### config.mk
export PLATFORM = sky130hd
export DESIGN_NAME = timer_event_counter
export DESIGN_NICKNAME = d
export VERILOG_FILES = /design/src/pkg/timer_event_counter_pkg.sv /design/src/design/timer_event_counter.sv
export VERILOG_INCLUDE_DIRS = /design/src /design/src/pkg
export SDC_FILE = /design/constraint.sdc
export NUM_CORES = 1
export LEC_CHECK = 0
export ABC_AREA = 1
export BUFFER_PORTS_ARGS = -buffer_cell sky130_fd_sc_hd__clkbuf_2
export CORE_MARGIN = 5
export CORE_UTILIZATION = 40
export CTS_BUF_LIST = sky130_fd_sc_hd__clkbuf_8 sky130_fd_sc_hd__clkbuf_16
export CTS_CLUSTER_DIAMETER = 40
export DETAILED_ROUTE_END_ITERATION = 6
export SLEW_MARGIN = 0
export SYNTH_ARGS = -nofsm -noshare
export SYNTH_HDL_FRONTEND = slang
export SYNTH_SLANG_ARGS = --single-unit
### constraint.sdc
create_clock -name i_mclk -period 1.64 [get_ports i_mclk]
set_input_delay 0.246 -clock i_mclk [delete_from_list [all_inputs] [get_ports i_mclk]]
set_output_delay 0.246 -clock i_mclk [all_outputs]
set_load 0.01 [all_outputs]
### src/pkg/timer_event_counter_map.svh
`ifndef TIMER_EVENT_COUNTER_MAP_SVH
`define TIMER_EVENT_COUNTER_MAP_SVH
`define TMC_OFFSET      12'hfa0
`define TMC_RESET       8'h00
`define TMC_ENABLE_BIT  2
`define TMC_START_BIT   3
`define TMC_SEL_LSB     4
`define TMC_SEL_MSB     6
`define SEL_EXT_RISE    3'h0
`define SEL_EXT_FALL    3'h1
`define SEL_DIV10       3'h4
`define SEL_DIV8        3'h5
`define SEL_DIV6        3'h6
`define SEL_DIV4        3'h7
`define TAP_DIV10       9
`define TAP_DIV8        7
`define TAP_DIV6        5
`define TAP_DIV4        3
`define PRESCALE_RESET  10'h000
`define COUNT_RESET     8'h00
`endif

### src/pkg/timer_event_counter_pkg.sv
package timer_event_counter_pkg;
  typedef struct packed {
    logic [2:0] pulse_select;
    logic       start_bit;
    logic       count_enable_bit;
  } mode_fields_s;

  typedef struct packed {
    logic       write_all;
    logic       write_start;
    logic [7:0] data;
  } mode_write_s;
endpackage : timer_event_counter_pkg

### src/design/timer_event_counter.sv
`include "timer_event_counter_map.svh"
module timer_event_counter #(
  parameter int PRESCALE_WIDTH = 10
) (
  input  wire logic       i_mclk,
  input  wire logic       i_resetn,
  input  wire logic       i_ce,
  input  wire logic       i_mode_write,
  input  wire logic       i_start_write,
  input  wire logic [7:0] i_mode_wdata,
  input  wire logic       i_modulo_write,
  input  wire logic [7:0] i_modulo_wdata,
  input  wire logic       i_oe_write,
  input  wire logic       i_oe_wdata,
  input  wire logic       i_flag_set,
  input  wire logic       i_flag_clear,
  input  wire logic       i_event_input_pin,
  output logic [7:0]      o_timer_mode_control,
  output logic [7:0]      o_count_register,
  output logic [7:0]      o_modulo_value_register,
  output logic            o_output_enable_flag,
  output logic            o_timer_interrupt_flag,
  output logic            o_event_input_level,
  output logic            o_timer_output_pin,
  output logic            o_shift_clock
);
  logic                      rst_meta;
  logic                      rst_n;
  timer_event_counter_pkg::mode_fields_s mode;
  timer_event_counter_pkg::mode_write_s  wr;
  logic [7:0]                count_register;
  logic [7:0]                modulo_value_register;
  logic                      output_enable_flag;
  logic                      timer_interrupt_flag;
  logic                      timer_output_flipflop;
  logic [PRESCALE_WIDTH-1:0] prescale;
  logic [PRESCALE_WIDTH-1:0] prescale_prev;
  logic [2:0]                ev_sync;
  logic                      ev_level;
  logic                      ev_level_prev;
  logic                      start_req;
  logic                      tap_pulse;
  logic                      count_pulse;
  logic                      match;
  logic                      period_end;
  logic [7:0]                next_count;
  logic [2:0]                sel;

  // Reset is released through two flops so every process sees a clean deassertion.
  always_ff @(posedge i_mclk or negedge i_resetn)
  begin
    if (!i_resetn)
    begin
      rst_meta <= 1'b0;
      rst_n    <= 1'b0;
    end
    else
    begin
      rst_meta <= 1'b1;
      rst_n    <= rst_meta;
    end
  end

  // Write requests grouped; the start-only path takes priority over nothing, both may merge.
  assign wr        = '{write_all: i_mode_write, write_start: i_start_write, data: i_mode_wdata};
  assign start_req = (wr.write_all && wr.data[`TMC_START_BIT]) ||
                     (wr.write_start && wr.data[`TMC_START_BIT]);
  assign sel       = mode.pulse_select;

  // Prescaler taps give one-cycle pulses on the falling edge of each divided clock bit.
  assign tap_pulse = (sel == `SEL_DIV10) ? (prescale_prev[`TAP_DIV10] && !prescale[`TAP_DIV10]) :
                     (sel == `SEL_DIV8)  ? (prescale_prev[`TAP_DIV8]  && !prescale[`TAP_DIV8])  :
                     (sel == `SEL_DIV6)  ? (prescale_prev[`TAP_DIV6]  && !prescale[`TAP_DIV6])  :
                     (sel == `SEL_DIV4)  ? (prescale_prev[`TAP_DIV4]  && !prescale[`TAP_DIV4])  :
                     (sel == `SEL_EXT_RISE) ? (ev_level && !ev_level_prev) :
                     (sel == `SEL_EXT_FALL) ? (!ev_level && ev_level_prev) :
                     1'b0;

  // Pulses are gated by the enable bit; a start write wins over a coincident pulse.
  assign count_pulse = tap_pulse && mode.count_enable_bit && !start_req;
  assign match       = (count_register == modulo_value_register);
  assign period_end  = count_pulse && match;
  assign next_count  = period_end ? `COUNT_RESET : 8'(count_register + 8'h01);

  // Free-running prescaler; it is not cleared by start, so the first period may be short.
  always_ff @(posedge i_mclk or negedge rst_n)
  begin
    if (!rst_n)
    begin
      prescale      <= `PRESCALE_RESET;
      prescale_prev <= `PRESCALE_RESET;
    end
    else if (i_ce)
    begin
      prescale      <= PRESCALE_WIDTH'(prescale + 1'b1);
      prescale_prev <= prescale;
    end
  end

  // Event pin passes three flops; a level change counts once the last two agree.
  always_ff @(posedge i_mclk or negedge rst_n)
  begin
    if (!rst_n)
    begin
      ev_sync       <= 3'h0;
      ev_level      <= 1'b0;
      ev_level_prev <= 1'b0;
    end
    else if (i_ce)
    begin
      ev_sync       <= {ev_sync[1:0], i_event_input_pin};
      if (ev_sync[1] == ev_sync[2])
      begin
        ev_level <= ev_sync[2];
      end
      ev_level_prev <= ev_level;
    end
  end

  // Mode register: whole-byte write or start-only write; start reads back as zero one cycle after it is taken.
  always_ff @(posedge i_mclk or negedge rst_n)
  begin
    if (!rst_n)
    begin
      mode <= 5'(`TMC_RESET);
    end
    else if (i_ce)
    begin
      if (wr.write_all)
      begin
        mode.pulse_select     <= wr.data[`TMC_SEL_MSB:`TMC_SEL_LSB];
        mode.count_enable_bit <= wr.data[`TMC_ENABLE_BIT];
      end
      // Start shows for one cycle after it is taken, then reads back as zero by itself.
      mode.start_bit <= start_req;
    end
  end

  // Counter, modulo and output flop; modulo write works in any mode.
  always_ff @(posedge i_mclk or negedge rst_n)
  begin
    if (!rst_n)
    begin
      count_register        <= `COUNT_RESET;
      modulo_value_register <= `COUNT_RESET;
      timer_output_flipflop <= 1'b0;
      output_enable_flag    <= 1'b0;
    end
    else if (i_ce)
    begin
      if (i_modulo_write)
      begin
        modulo_value_register <= i_modulo_wdata;
      end
      if (i_oe_write)
      begin
        output_enable_flag <= i_oe_wdata;
      end
      if (start_req)
      begin
        count_register        <= `COUNT_RESET;
        timer_output_flipflop <= 1'b0;
      end
      else if (count_pulse)
      begin
        count_register <= next_count;
        if (match)
        begin
          timer_output_flipflop <= !timer_output_flipflop;
        end
      end
    end
  end

  // Interrupt flag: a period end or software set wins over a software clear; a start write blocks any period end in its cycle.
  always_ff @(posedge i_mclk or negedge rst_n)
  begin
    if (!rst_n)
    begin
      timer_interrupt_flag <= 1'b0;
    end
    else if (i_ce)
    begin
      if (period_end || i_flag_set)
      begin
        timer_interrupt_flag <= 1'b1;
      end
      else if (start_req || i_flag_clear)
      begin
        timer_interrupt_flag <= 1'b0;
      end
    end
  end

  // Shift clock is registered so the serial block sees a glitch-free pulse.
  always_ff @(posedge i_mclk or negedge rst_n)
  begin
    if (!rst_n)
    begin
      o_shift_clock <= 1'b0;
    end
    else if (i_ce)
    begin
      o_shift_clock <= period_end;
    end
  end

  // Register views and pin drive; all readable regardless of count enable.
  assign o_timer_mode_control    = {1'b0, mode.pulse_select, mode.start_bit,
                                    mode.count_enable_bit, 2'h0};
  assign o_count_register        = count_register;
  assign o_modulo_value_register = modulo_value_register;
  assign o_output_enable_flag    = output_enable_flag;
  assign o_timer_interrupt_flag  = timer_interrupt_flag;
  assign o_event_input_level     = ev_level;
  assign o_timer_output_pin      = output_enable_flag && timer_output_flipflop;
endmodule : timer_event_counter

==> results.sh, run 1 <==
export IMPL_status="finished clean"
export IMPL_critical_path_arrival_ns=1.64
export IMPL_wl_per_cell_um=12.0
export IMPL_grt_pass1_vias=1691
export IMPL_syn_avg_cell_area_um2=9.05
export IMPL_cts_sinks=46
export IMPL_crit_type="register to register"
export IMPL_drv_slew=0
export IMPL_n_antenna_cell=0
export IMPL_coreArea_um2=5440
export IMPL_fin_tns_setup_ns=0
export IMPL_clk_latency_ns=0.29
export IMPL_synth_compound_area_share_pct=7.45
export IMPL_clock_fmax_ghz=0.693
export IMPL_post_route_min_period_ns=1.44
export IMPL_vdd_drop_max_mv=0.562
export IMPL_start_util_pct=40.8
export IMPL_fin_nets=332
export IMPL_htreeDepth=2
export IMPL_ys_ff_latch=46
export IMPL_power_leakage_nw=1.40
export IMPL_cts_root_buf="clkbuf_8"
export IMPL_multi_input_area_um2=925
export IMPL_drc_errors=0
export IMPL_grt_pass1_wl_um=7960
export IMPL_ys_top_cells_by_area="dfrtp_1 (52%), nand2_1 (9.7%), xor2_1 (5.1%)"
export IMPL_synth_edff_count=0
export IMPL_vias=1709
export IMPL_netlist_area_um2=2220
export IMPL_synth_largest_area_cell="dfrtp_1"
export IMPL_ff_latch_area_um2=1150
export IMPL_ys_flop_type="dfrtp_1"
export IMPL_synth_top_area_share_pct=51.9
export IMPL_fillers=502
export IMPL_grt_max_degree=45
export IMPL_rows=27
export IMPL_synth_xor_area_share_pct=6.72
export IMPL_cts_setup_buffers=0
export IMPL_drive_above_1_share_pct=29.3
export IMPL_gp_congestion=0.781
export IMPL_required_ns=1.84
export IMPL_cp_max_fo=4
export IMPL_critPathLaunchType="register"
export IMPL_async_reset_ff_share_pct=100
export IMPL_antenna_found_initial=0
export IMPL_powerDensity_nw_per_um2=1210
export IMPL_synthSimpleGateAreaFrac_pct=22.2
export IMPL_grt_usage_pct=13.7
export IMPL_io_buffers=49
export IMPL_cts_buffer_depth=2
export IMPL_first_pass_iters=4
export IMPL_muxShareOfSynthArea_pct=3.56
export IMPL_synth_fa_ha_area_share_pct=1.13
export IMPL_seq_area_frac_synth_pct=51.9
export IMPL_die_area_um2=7130
export IMPL_cts_tree="yes"
export IMPL_route_antenna_remaining_nets=0
export IMPL_hold_viol_final=0
export IMPL_cts_inserted_buffers=5
export IMPL_yosysUniqueCellTypes=34
export IMPL_grt_ovfl_total=0
export IMPL_hold_ws_ns=0.146
export IMPL_fin_skew_ns=0.00386
export IMPL_viasPerCell=4.55
export IMPL_setup_violations_final=0
export IMPL_dieWidth_um=84.5
export IMPL_endpoint_kind="register"
export IMPL_hpwl_um=3420
export IMPL_drt_wl_total_um=4500
export IMPL_synth_top_family_by_area="simple AND/OR/NAND/NOR gates"
export IMPL_cap_violations=0
export IMPL_ys_warn_count=0
export IMPL_num_io_pins=56
export IMPL_area_growth_syn_to_layout_pct=21.5
export IMPL_yosysMostFrequentCell="nand2_1"
export IMPL_rsz0062_at_grt="no"
export IMPL_synth_common_cells="nand2_1 (57), dfrtp_1 (46), inv_1 (25), nor2_1 (21)"
export IMPL_drt_iter0_drc=72
export IMPL_clkTransAtPathRegs_ns=0.09
export IMPL_die_y_um=84.5
export IMPL_finalCritPeriodShare_pct=88.0
export IMPL_syn_inst=245
export IMPL_hp_class="primary input to register"
[where the power goes]
part | switching [mW] | internal, mW
Clock | 0.387 | 0.449
Combinational | 0.451 | 0.356
Sequential | 0.237 | 1.37
Total | 1.08 | 2.17
[stage by stage]
stage               power, mW  instance area, um2  utilization [%]  instances  setup WS [ns]
CTS                      3.29                2690             49.5        376          0.165
detailed placement       2.44                2570             47.3        367          0.190
finish                   3.25                2690             49.5        376          0.196
floorplan                2.16                2220                -        247          0.264
global route             3.49                2690             49.5        376        0.00739
global placement         2.42                2570             47.3        367          0.209
[area by class of cell]
class                           instances  share of cell area, %
Timing Repair Buffer                   55                   11.3
Sequential cell                        46                   42.8
Tap cell                               72                   3.34
Clock inverter                          3                   1.49
Multi-Input combinational cell        166                   34.3
Clock buffer                            5                   2.55
Inverter                               29                   4.13
[registers in the layout, indices dropped and copies added, names as in the netlist]
signal and count:
o_event_input_level 1, o_timer_mode_control 2, ev_sync 3, o_count_register 8, timer_output_flipflop 1, ev_level_prev 1, o_modulo_value_register 8, o_output_enable_flag 1
rst_meta 1, prescale_prev 4, rst_n 1, o_shift_clock 1, sel 3, prescale 10, o_timer_interrupt_flag 1
[cell families after synthesis]
logic type	after synthesis
flops	46
fa+ha+maj	2
other cells	2
xor+xnor	17
mux	7
simple gates	106
buf+inv	35
compound gates	30
[path summary, 6_finish.rpt]
kind                                            start                          to  slack, ns  cells after the start
setup / recovery           o_modulo_value_register[6]         o_count_register[5]       0.20                      9
hold / removal                             i_oe_write        o_output_enable_flag       0.15                      2
setup reg to reg           o_modulo_value_register[6]         o_count_register[5]       0.20                      9
hold reg to reg                                 rst_n  o_modulo_value_register[0]       0.23                      1
max in group asynchronous                       rst_n                      sel[0]       1.17                      1
min in group asynchronous                       rst_n  o_modulo_value_register[0]       0.23                      1
[cell usage in the layout, fill, tap and decap left out, types with 3 or more instances in the layout]
cell type,instances
a21oi_1,9
buf_4,4
clkbuf_8,5
conb_1,4
xnor2_1,4
o21ai_0,7
dfrtp_1,44
nand3_1,13
o21ai_1,9
nor2_1,21
nand2_1,57
xor2_1,13
nand2_2,3
inv_1,25
clkbuf_2,49
inv_2,3
mux2_2,7
[timing repair]
item | 4_1_cts | 5_1_grt
resized for setup | 0 | 1
hold endpoints to repair | 2 | 0
setup endpoints to repair | 0 | 6
hold buffers | 1 | 0
[per-layer routing]
metal | track usage, % | routed length (um) | vias to the layer above
li1 | - | - | 883
met1 | 19.2 | 2230 | 780
met2 | 21.4 | 2030 | 40
met3 | 3.14 | 212 | 6
met4 | 3.45 | 32 | 0
met5 | 0 | 0 | -
[worst max-delay path, cell delays in order, from the launching register on]
cell	delay, ns
dfrtp_1	0.42
or2_1	0.23
a21oi_2	0.11
nand2_1	0.11
nor2_4	0.21
nand2_2	0.08
nand3_2	0.05
nand2_1	0.05
nand2_1	0.06
inv_1	0.04
(Power assumes the default switching activity.)
==> run 2, diff against run 1 <==
--- a/config.mk
+++ b/config.mk
@@ -8,6 +8,7 @@
 export LEC_CHECK = 0
 export ABC_AREA = 1
 export BUFFER_PORTS_ARGS = -buffer_cell sky130_fd_sc_hd__clkbuf_2
+export CAP_MARGIN = 5
 export CORE_MARGIN = 5
 export CORE_UTILIZATION = 40
 export CTS_BUF_LIST = sky130_fd_sc_hd__clkbuf_8 sky130_fd_sc_hd__clkbuf_16
==> constraint.sdc (replaced) <==
create_clock -name i_mclk -period 1.4 [get_ports i_mclk]
set_input_delay 0.21 -clock i_mclk [delete_from_list [all_inputs] [get_ports i_mclk]]
set_output_delay 0.21 -clock i_mclk [all_outputs]
set_load 0.01 [all_outputs]
==> run 2 against run 1 <==
  * Via count increased by 4.6%
  * Sequential power increased by 16%
  * Clock skew increased by 0.0030 ns
  * First-iteration DRC count decreased by 19%
  * Utilization increased by 4.1 points
  * Fmax increased by 3.5%
  * Setup slack got worse by 0.19 ns
  * Combinational power increased by 50%
  * Register-to-register slack got worse by 0.19 ns
  * Critical endpoint unchanged
  * Highest routed layer unchanged
==> results.sh, run 2 (synthesis results as in run 1) <==
export IMPL_hp_class="primary input to register"
export IMPL_swShare_pct=34.3
export IMPL_grt_pass1_vias=1726
export IMPL_critical_path_arrival_ns=1.59
export IMPL_status="finished clean"
export IMPL_crit_type="register to register"
export IMPL_p_seq_share_pct=47.4
export IMPL_final_cell_mix="clkbuf_2 (49), nand2_1 (47), dfrtp_1 (42)"
export IMPL_hold_viol_final=0
export IMPL_fin_skew_ns=0.00691
export IMPL_die_y_um=84.5
export IMPL_clock_fmax_ghz=0.717
export IMPL_clk_latency_ns=0.30
export IMPL_grt_ovfl_total=0
export IMPL_rsz0062_at_grt="yes"
export IMPL_top_register="prescale"
export IMPL_p_clk_share_pct=21.7
export IMPL_fin_nets=353
export IMPL_final_common_cell="clkbuf_2"
export IMPL_route_antenna_remaining_nets=0
export IMPL_start_util_pct=40.8
export IMPL_min_from="i_oe_write"
export IMPL_cp_max_fo=4
export IMPL_gp_congestion=0.802
export IMPL_r2r_end="o_count_register[5]"
export IMPL_antenna_found_initial=0
export IMPL_rr_worst_depth=9
export IMPL_io_buffers=49
export IMPL_drive_above_1_share_pct=40.6
export IMPL_setup_violations_final=0
export IMPL_critPathLaunchType="register"
export IMPL_cts_sinks=46
export IMPL_grt_max_degree=34
export IMPL_post_route_min_period_ns=1.39
export IMPL_htreeDepth=2
export IMPL_wl_per_cell_um=12.0
export IMPL_finalCritPeriodShare_pct=99.6
export IMPL_vdd_drop_max_mv=0.715
export IMPL_powerDensity_nw_per_um2=1350
export IMPL_p_sw_mw=1.35
export IMPL_endpoint_kind="register"
export IMPL_cts_root_buf="clkbuf_8"
export IMPL_cts_buffer_depth=2
export IMPL_cts_inserted_buffers=5
export IMPL_layout_setup_ws_ns=0.00543
export IMPL_cts_tree="yes"
export IMPL_rows=27
export IMPL_r2r_start="o_count_register[6]"
export IMPL_n_antenna_cell=0
export IMPL_area_growth_syn_to_layout_pct=31.5
export IMPL_die_area_um2=7130
export IMPL_viasPerCell=4.50
export IMPL_power_mw=3.93
export IMPL_drt_iter0_drc=58
export IMPL_fin_tns_setup_ns=0
export IMPL_vias=1788
export IMPL_cap_violations=0
export IMPL_required_ns=1.60
export IMPL_grt_usage_pct=13.9
export IMPL_dieWidth_um=84.5
export IMPL_grt_pass1_wl_um=8070
export IMPL_first_pass_iters=6
export IMPL_largest_register_ffs=10
export IMPL_hpwl_um=3620
export IMPL_drt_wl_total_um=4770
export IMPL_drv_slew=0
export IMPL_clkTransAtPathRegs_ns=0.09
export IMPL_min_to="o_output_enable_flag"
export IMPL_rrSetupSlack_ns=0.005
export IMPL_p_int_mw=2.58
export IMPL_coreArea_um2=5440
export IMPL_p_comb_share_pct=30.9
export IMPL_num_io_pins=56
export IMPL_drc_errors=0
export IMPL_hold_path_depth=2
export IMPL_place_ws_ns=-0.0497
export IMPL_power_leakage_nw=1.50
[run 2: cell types whose count changed in the layout (fill, tap and decap cells not counted), moves of 4 or more]
| cell | before | now |
|---|---|---|
| buf_4 | 4 | 24 |
| nand2_1 | 57 | 47 |
| nand2_2 | 3 | 12 |
| nand3_1 | 13 | 9 |
| nand3_2 | 1 | 5 |
[run 2: final cells by class]
type / count / area [um2]
Tap cell: 72 / 90.1
Sequential cell: 46 / 1160
Fill cell: 518 / 2520
Multi-Input combinational cell: 166 / 992
Timing Repair Buffer: 76 / 467
Clock inverter: 2 / 12.5
Clock buffer: 6 / 82.6
Inverter: 29 / 116
[run 2: through the flow]
step           hold slack [ns]  cell area [um2]  instances  util, %
6_report                 0.107             2920        397     53.6
5_1_grt                  0.108             2920        397     53.6
4_1_cts                  0.105             2850        396     52.3
3_5_place_dp          -0.00354             2720        387     50.1
3_3_place_gp          -0.00319             2720        387     50.1
2_1_floorplan          -0.0856             2220        247        -
[run 2: worst max path at each step]
stage	from	endpoint	slack [ns]	cells past startpoint
2_1_floorplan	rst_n	ev_level_prev	0.02	0
3_3_place_gp	o_count_register[6]	o_count_register[5]	-0.01	9
3_5_place_dp	sel[0]	o_count_register[2]	-0.05	10
4_1_cts	o_count_register[6]	o_count_register[5]	-0.008	9
5_1_grt	sel[0]	o_count_register[5]	-0.14	11
6_report	o_count_register[6]	o_count_register[5]	0.005	9
[run 2: critical path, cell delays in order (launching register included)]
cell	delay [ns]
dfrtp_1	0.38
or2_1	0.24
a21oi_2	0.14
nand2_2	0.09
nor2_4	0.16
nand2_2	0.08
nand3_2	0.05
nand2_1	0.05
nand2_2	0.07
inv_2	0.03
[run 2: layer usage]
| layer | wire (um) | vias to the layer above | track usage, % | share of wire, % |
|---|---|---|---|---|
| met3 | 290 | 6 | 3.53 | 6.1 |
| met2 | 2180 | 44 | 21.5 | 46 |
| met1 | 2240 | 814 | 19.3 | 47 |
| li1 | - | 924 | - | - |
| met5 | 0 | - | 0 | 0 |
| met4 | 64 | 0 | 3.88 | 1.3 |
[run 2: what timing repair did]
action,CTS,global route
setup endpoints to repair,9,12
hold buffers,1,0
hold endpoints to repair,2,0
pin swaps,4,10
cloned,0,0
buffers inserted,0,1
gates resized for setup,5,23
[run 2: power by group through the flow]
stage	logic, mW	clock network [mW]	registers [mW]
after detailed placement	1.14	0	1.87
after floorplan	0.605	0	1.92
after global routing	1.38	0.949	1.90
after CTS	1.17	0.875	1.85
after global placement	1.12	0	1.87
final	1.21	0.853	1.86
==> run 3, diff against run 2 <==
--- a/config.mk
+++ b/config.mk
@@ -14,6 +14,8 @@
 export CTS_BUF_LIST = sky130_fd_sc_hd__clkbuf_8 sky130_fd_sc_hd__clkbuf_16
 export CTS_CLUSTER_DIAMETER = 40
 export DETAILED_ROUTE_END_ITERATION = 6
+export GPL_ROUTABILITY_DRIVEN = 0
+export MAX_ROUTING_LAYER = met4
 export SLEW_MARGIN = 0
 export SYNTH_ARGS = -nofsm -noshare
 export SYNTH_HDL_FRONTEND = slang
==> run 3 against run 2 <==
  * Final cell count is the same
  * Critical path depth shrank 2
  * Power is essentially flat
  * Critical path type unchanged
  * Via count shrank 0.39%
  * Sequential power is essentially flat
  * Global-route usage grew 0.42 points
  * First-iteration DRC count grew 5.2%
  * Fmax is essentially flat
  * Clock-buffer cell count is the same
==> results.sh, run 3 (synthesis results as in run 1) <==
export IMPL_powerDensity_nw_per_um2=1350
export IMPL_cp_max_fo=5
export IMPL_rrSetupSlack_ns=0.005
export IMPL_cts_buffer_depth=2
export IMPL_io_buffers=49
export IMPL_cts_tree="yes"
export IMPL_rr_worst_depth=7
export IMPL_endpoint_kind="register"
export IMPL_drt_iter0_drc=61
export IMPL_stdcell_count=397
export IMPL_start_util_pct=40.8
export IMPL_vias=1781
export IMPL_route_antenna_remaining_nets=0
export IMPL_n_antenna_cell=0
export IMPL_min_to="o_output_enable_flag"
export IMPL_crit_type="register to register"
export IMPL_critical_path_arrival_ns=1.59
export IMPL_placed_cells=387
export IMPL_drive_above_1_share_pct=40.6
export IMPL_swShare_pct=34.3
export IMPL_place_ws_ns=-0.0497
export IMPL_dieWidth_um=84.5
export IMPL_p_comb_share_pct=30.8
export IMPL_final_cell_mix="clkbuf_2 (49), nand2_1 (47), dfrtp_1 (42)"
export IMPL_drt_wl_total_um=4760
export IMPL_die_y_um=84.5
export IMPL_largest_register_ffs=10
export IMPL_min_from="i_oe_write"
export IMPL_htreeDepth=2
export IMPL_grt_pass1_vias=1726
export IMPL_vdd_drop_max_mv=0.715
export IMPL_hp_class="primary input to register"
export IMPL_cts_sinks=46
export IMPL_hold_ws_ns=0.107
export IMPL_num_io_pins=56
export IMPL_r2r_start="o_count_register[3]"
export IMPL_required_ns=1.59
export IMPL_coreArea_um2=5440
export IMPL_area_growth_syn_to_layout_pct=31.5
export IMPL_status="finished clean"
export IMPL_p_sw_mw=1.35
export IMPL_die_area_um2=7130
export IMPL_final_area_um2=2920
export IMPL_first_pass_iters=6
export IMPL_cts_inserted_buffers=5
export IMPL_fin_skew_ns=0.00780
export IMPL_power_leakage_nw=1.50
export IMPL_grt_usage_pct=14.3
export IMPL_grt_pass1_wl_um=8070
export IMPL_rsz0062_at_grt="yes"
export IMPL_fin_nets=353
export IMPL_r2r_end="o_count_register[7]"
export IMPL_hold_path_depth=2
export IMPL_top_register="prescale"
export IMPL_placed_cell_area_um2=2720
export IMPL_clkTransAtPathRegs_ns=0.09
export IMPL_setup_violations_final=0
export IMPL_hold_viol_final=0
export IMPL_final_common_cell="clkbuf_2"
export IMPL_critPathLaunchType="register"
export IMPL_p_seq_share_pct=47.4
export IMPL_cts_root_buf="clkbuf_8"
export IMPL_post_route_min_period_ns=1.40
export IMPL_viasPerCell=4.49
export IMPL_hpwl_um=3620
export IMPL_finalCritPeriodShare_pct=99.7
export IMPL_p_clk_share_pct=21.8
export IMPL_rows=27
export IMPL_wl_per_cell_um=12.0
export IMPL_p_int_mw=2.58
export IMPL_layout_setup_ws_ns=0.00457
export IMPL_drc_errors=0
export IMPL_clock_fmax_ghz=0.717
export IMPL_grt_ovfl_total=0
export IMPL_antenna_found_initial=0
export IMPL_clk_latency_ns=0.30
export IMPL_drv_slew=0
export IMPL_cap_violations=0
export IMPL_grt_max_degree=34
export IMPL_fillers=518
## run 3: worst max-delay path by stage
stage / slack, ns / to / start / cells past startpoint
4_1_cts: -0.008 / o_count_register[5] / o_count_register[6] / 9
2_1_floorplan: 0.02 / ev_level_prev / rst_n / 0
5_1_grt: -0.14 / o_count_register[5] / sel[0] / 11
3_3_place_gp: -0.01 / o_count_register[5] / o_count_register[6] / 9
6_report: 0.005 / o_count_register[7] / o_count_register[3] / 7
3_5_place_dp: -0.05 / o_count_register[2] / sel[0] / 10
## run 3: per-layer routing
layer / GRT usage (%) / wire [um] / vias to the layer above
met3: 3.04 / 252 / 6
met4: 3.88 / 64 / 0
met2: 21.5 / 2170 / 42
met5: - / 0 / -
met1: 19.6 / 2270 / 809
li1: - / - / 924
## run 3: layout make-up
class | count | area, um2 | share of cell area (%)
Clock inverter | 2 | 12.5 | 0.429
Sequential cell | 46 | 1160 | 39.6
Multi-Input combinational cell | 166 | 992 | 34.0
Inverter | 29 | 116 | 3.99
Clock buffer | 6 | 82.6 | 2.83
Timing Repair Buffer | 76 | 467 | 16.0
Tap cell | 72 | 90.1 | 3.09
## run 3: worst max-delay path, stage by stage (launching register included)
cell and delay [ns]:
dfrtp_1 0.37, buf_4 0.15, nand2_1 0.07, nor3_2 0.21, nand2_1 0.14, nor2_1 0.13, xor2_1 0.15, o21ai_1 0.08
## run 3: timing repair
action,CTS,global route
resized for setup,5,23
endpoints found under the setup margin,9,12
hold buffers,1,0
pin swaps,4,10
endpoints found under the hold margin,2,0
buffers inserted,0,1
## run 3: per-stage QoR
step	setup TNS, ns	utilization, %	total power [mW]
CTS	-0.00800	52.3	3.89
finish	0	53.6	3.93
global route	-1.28	53.6	4.23
detailed placement	-0.253	50.1	3.02
global placement	-0.0109	50.1	2.99
floorplan	0	-	2.53
## run 3: power groups by stage
stage,sequential (mW),combinational (mW),clock (mW)
after floorplan,1.92,0.605,0
after global placement,1.87,1.12,0
after detailed placement,1.87,1.14,0
after CTS,1.85,1.17,0.875
after global routing,1.90,1.38,0.949
final,1.86,1.21,0.855
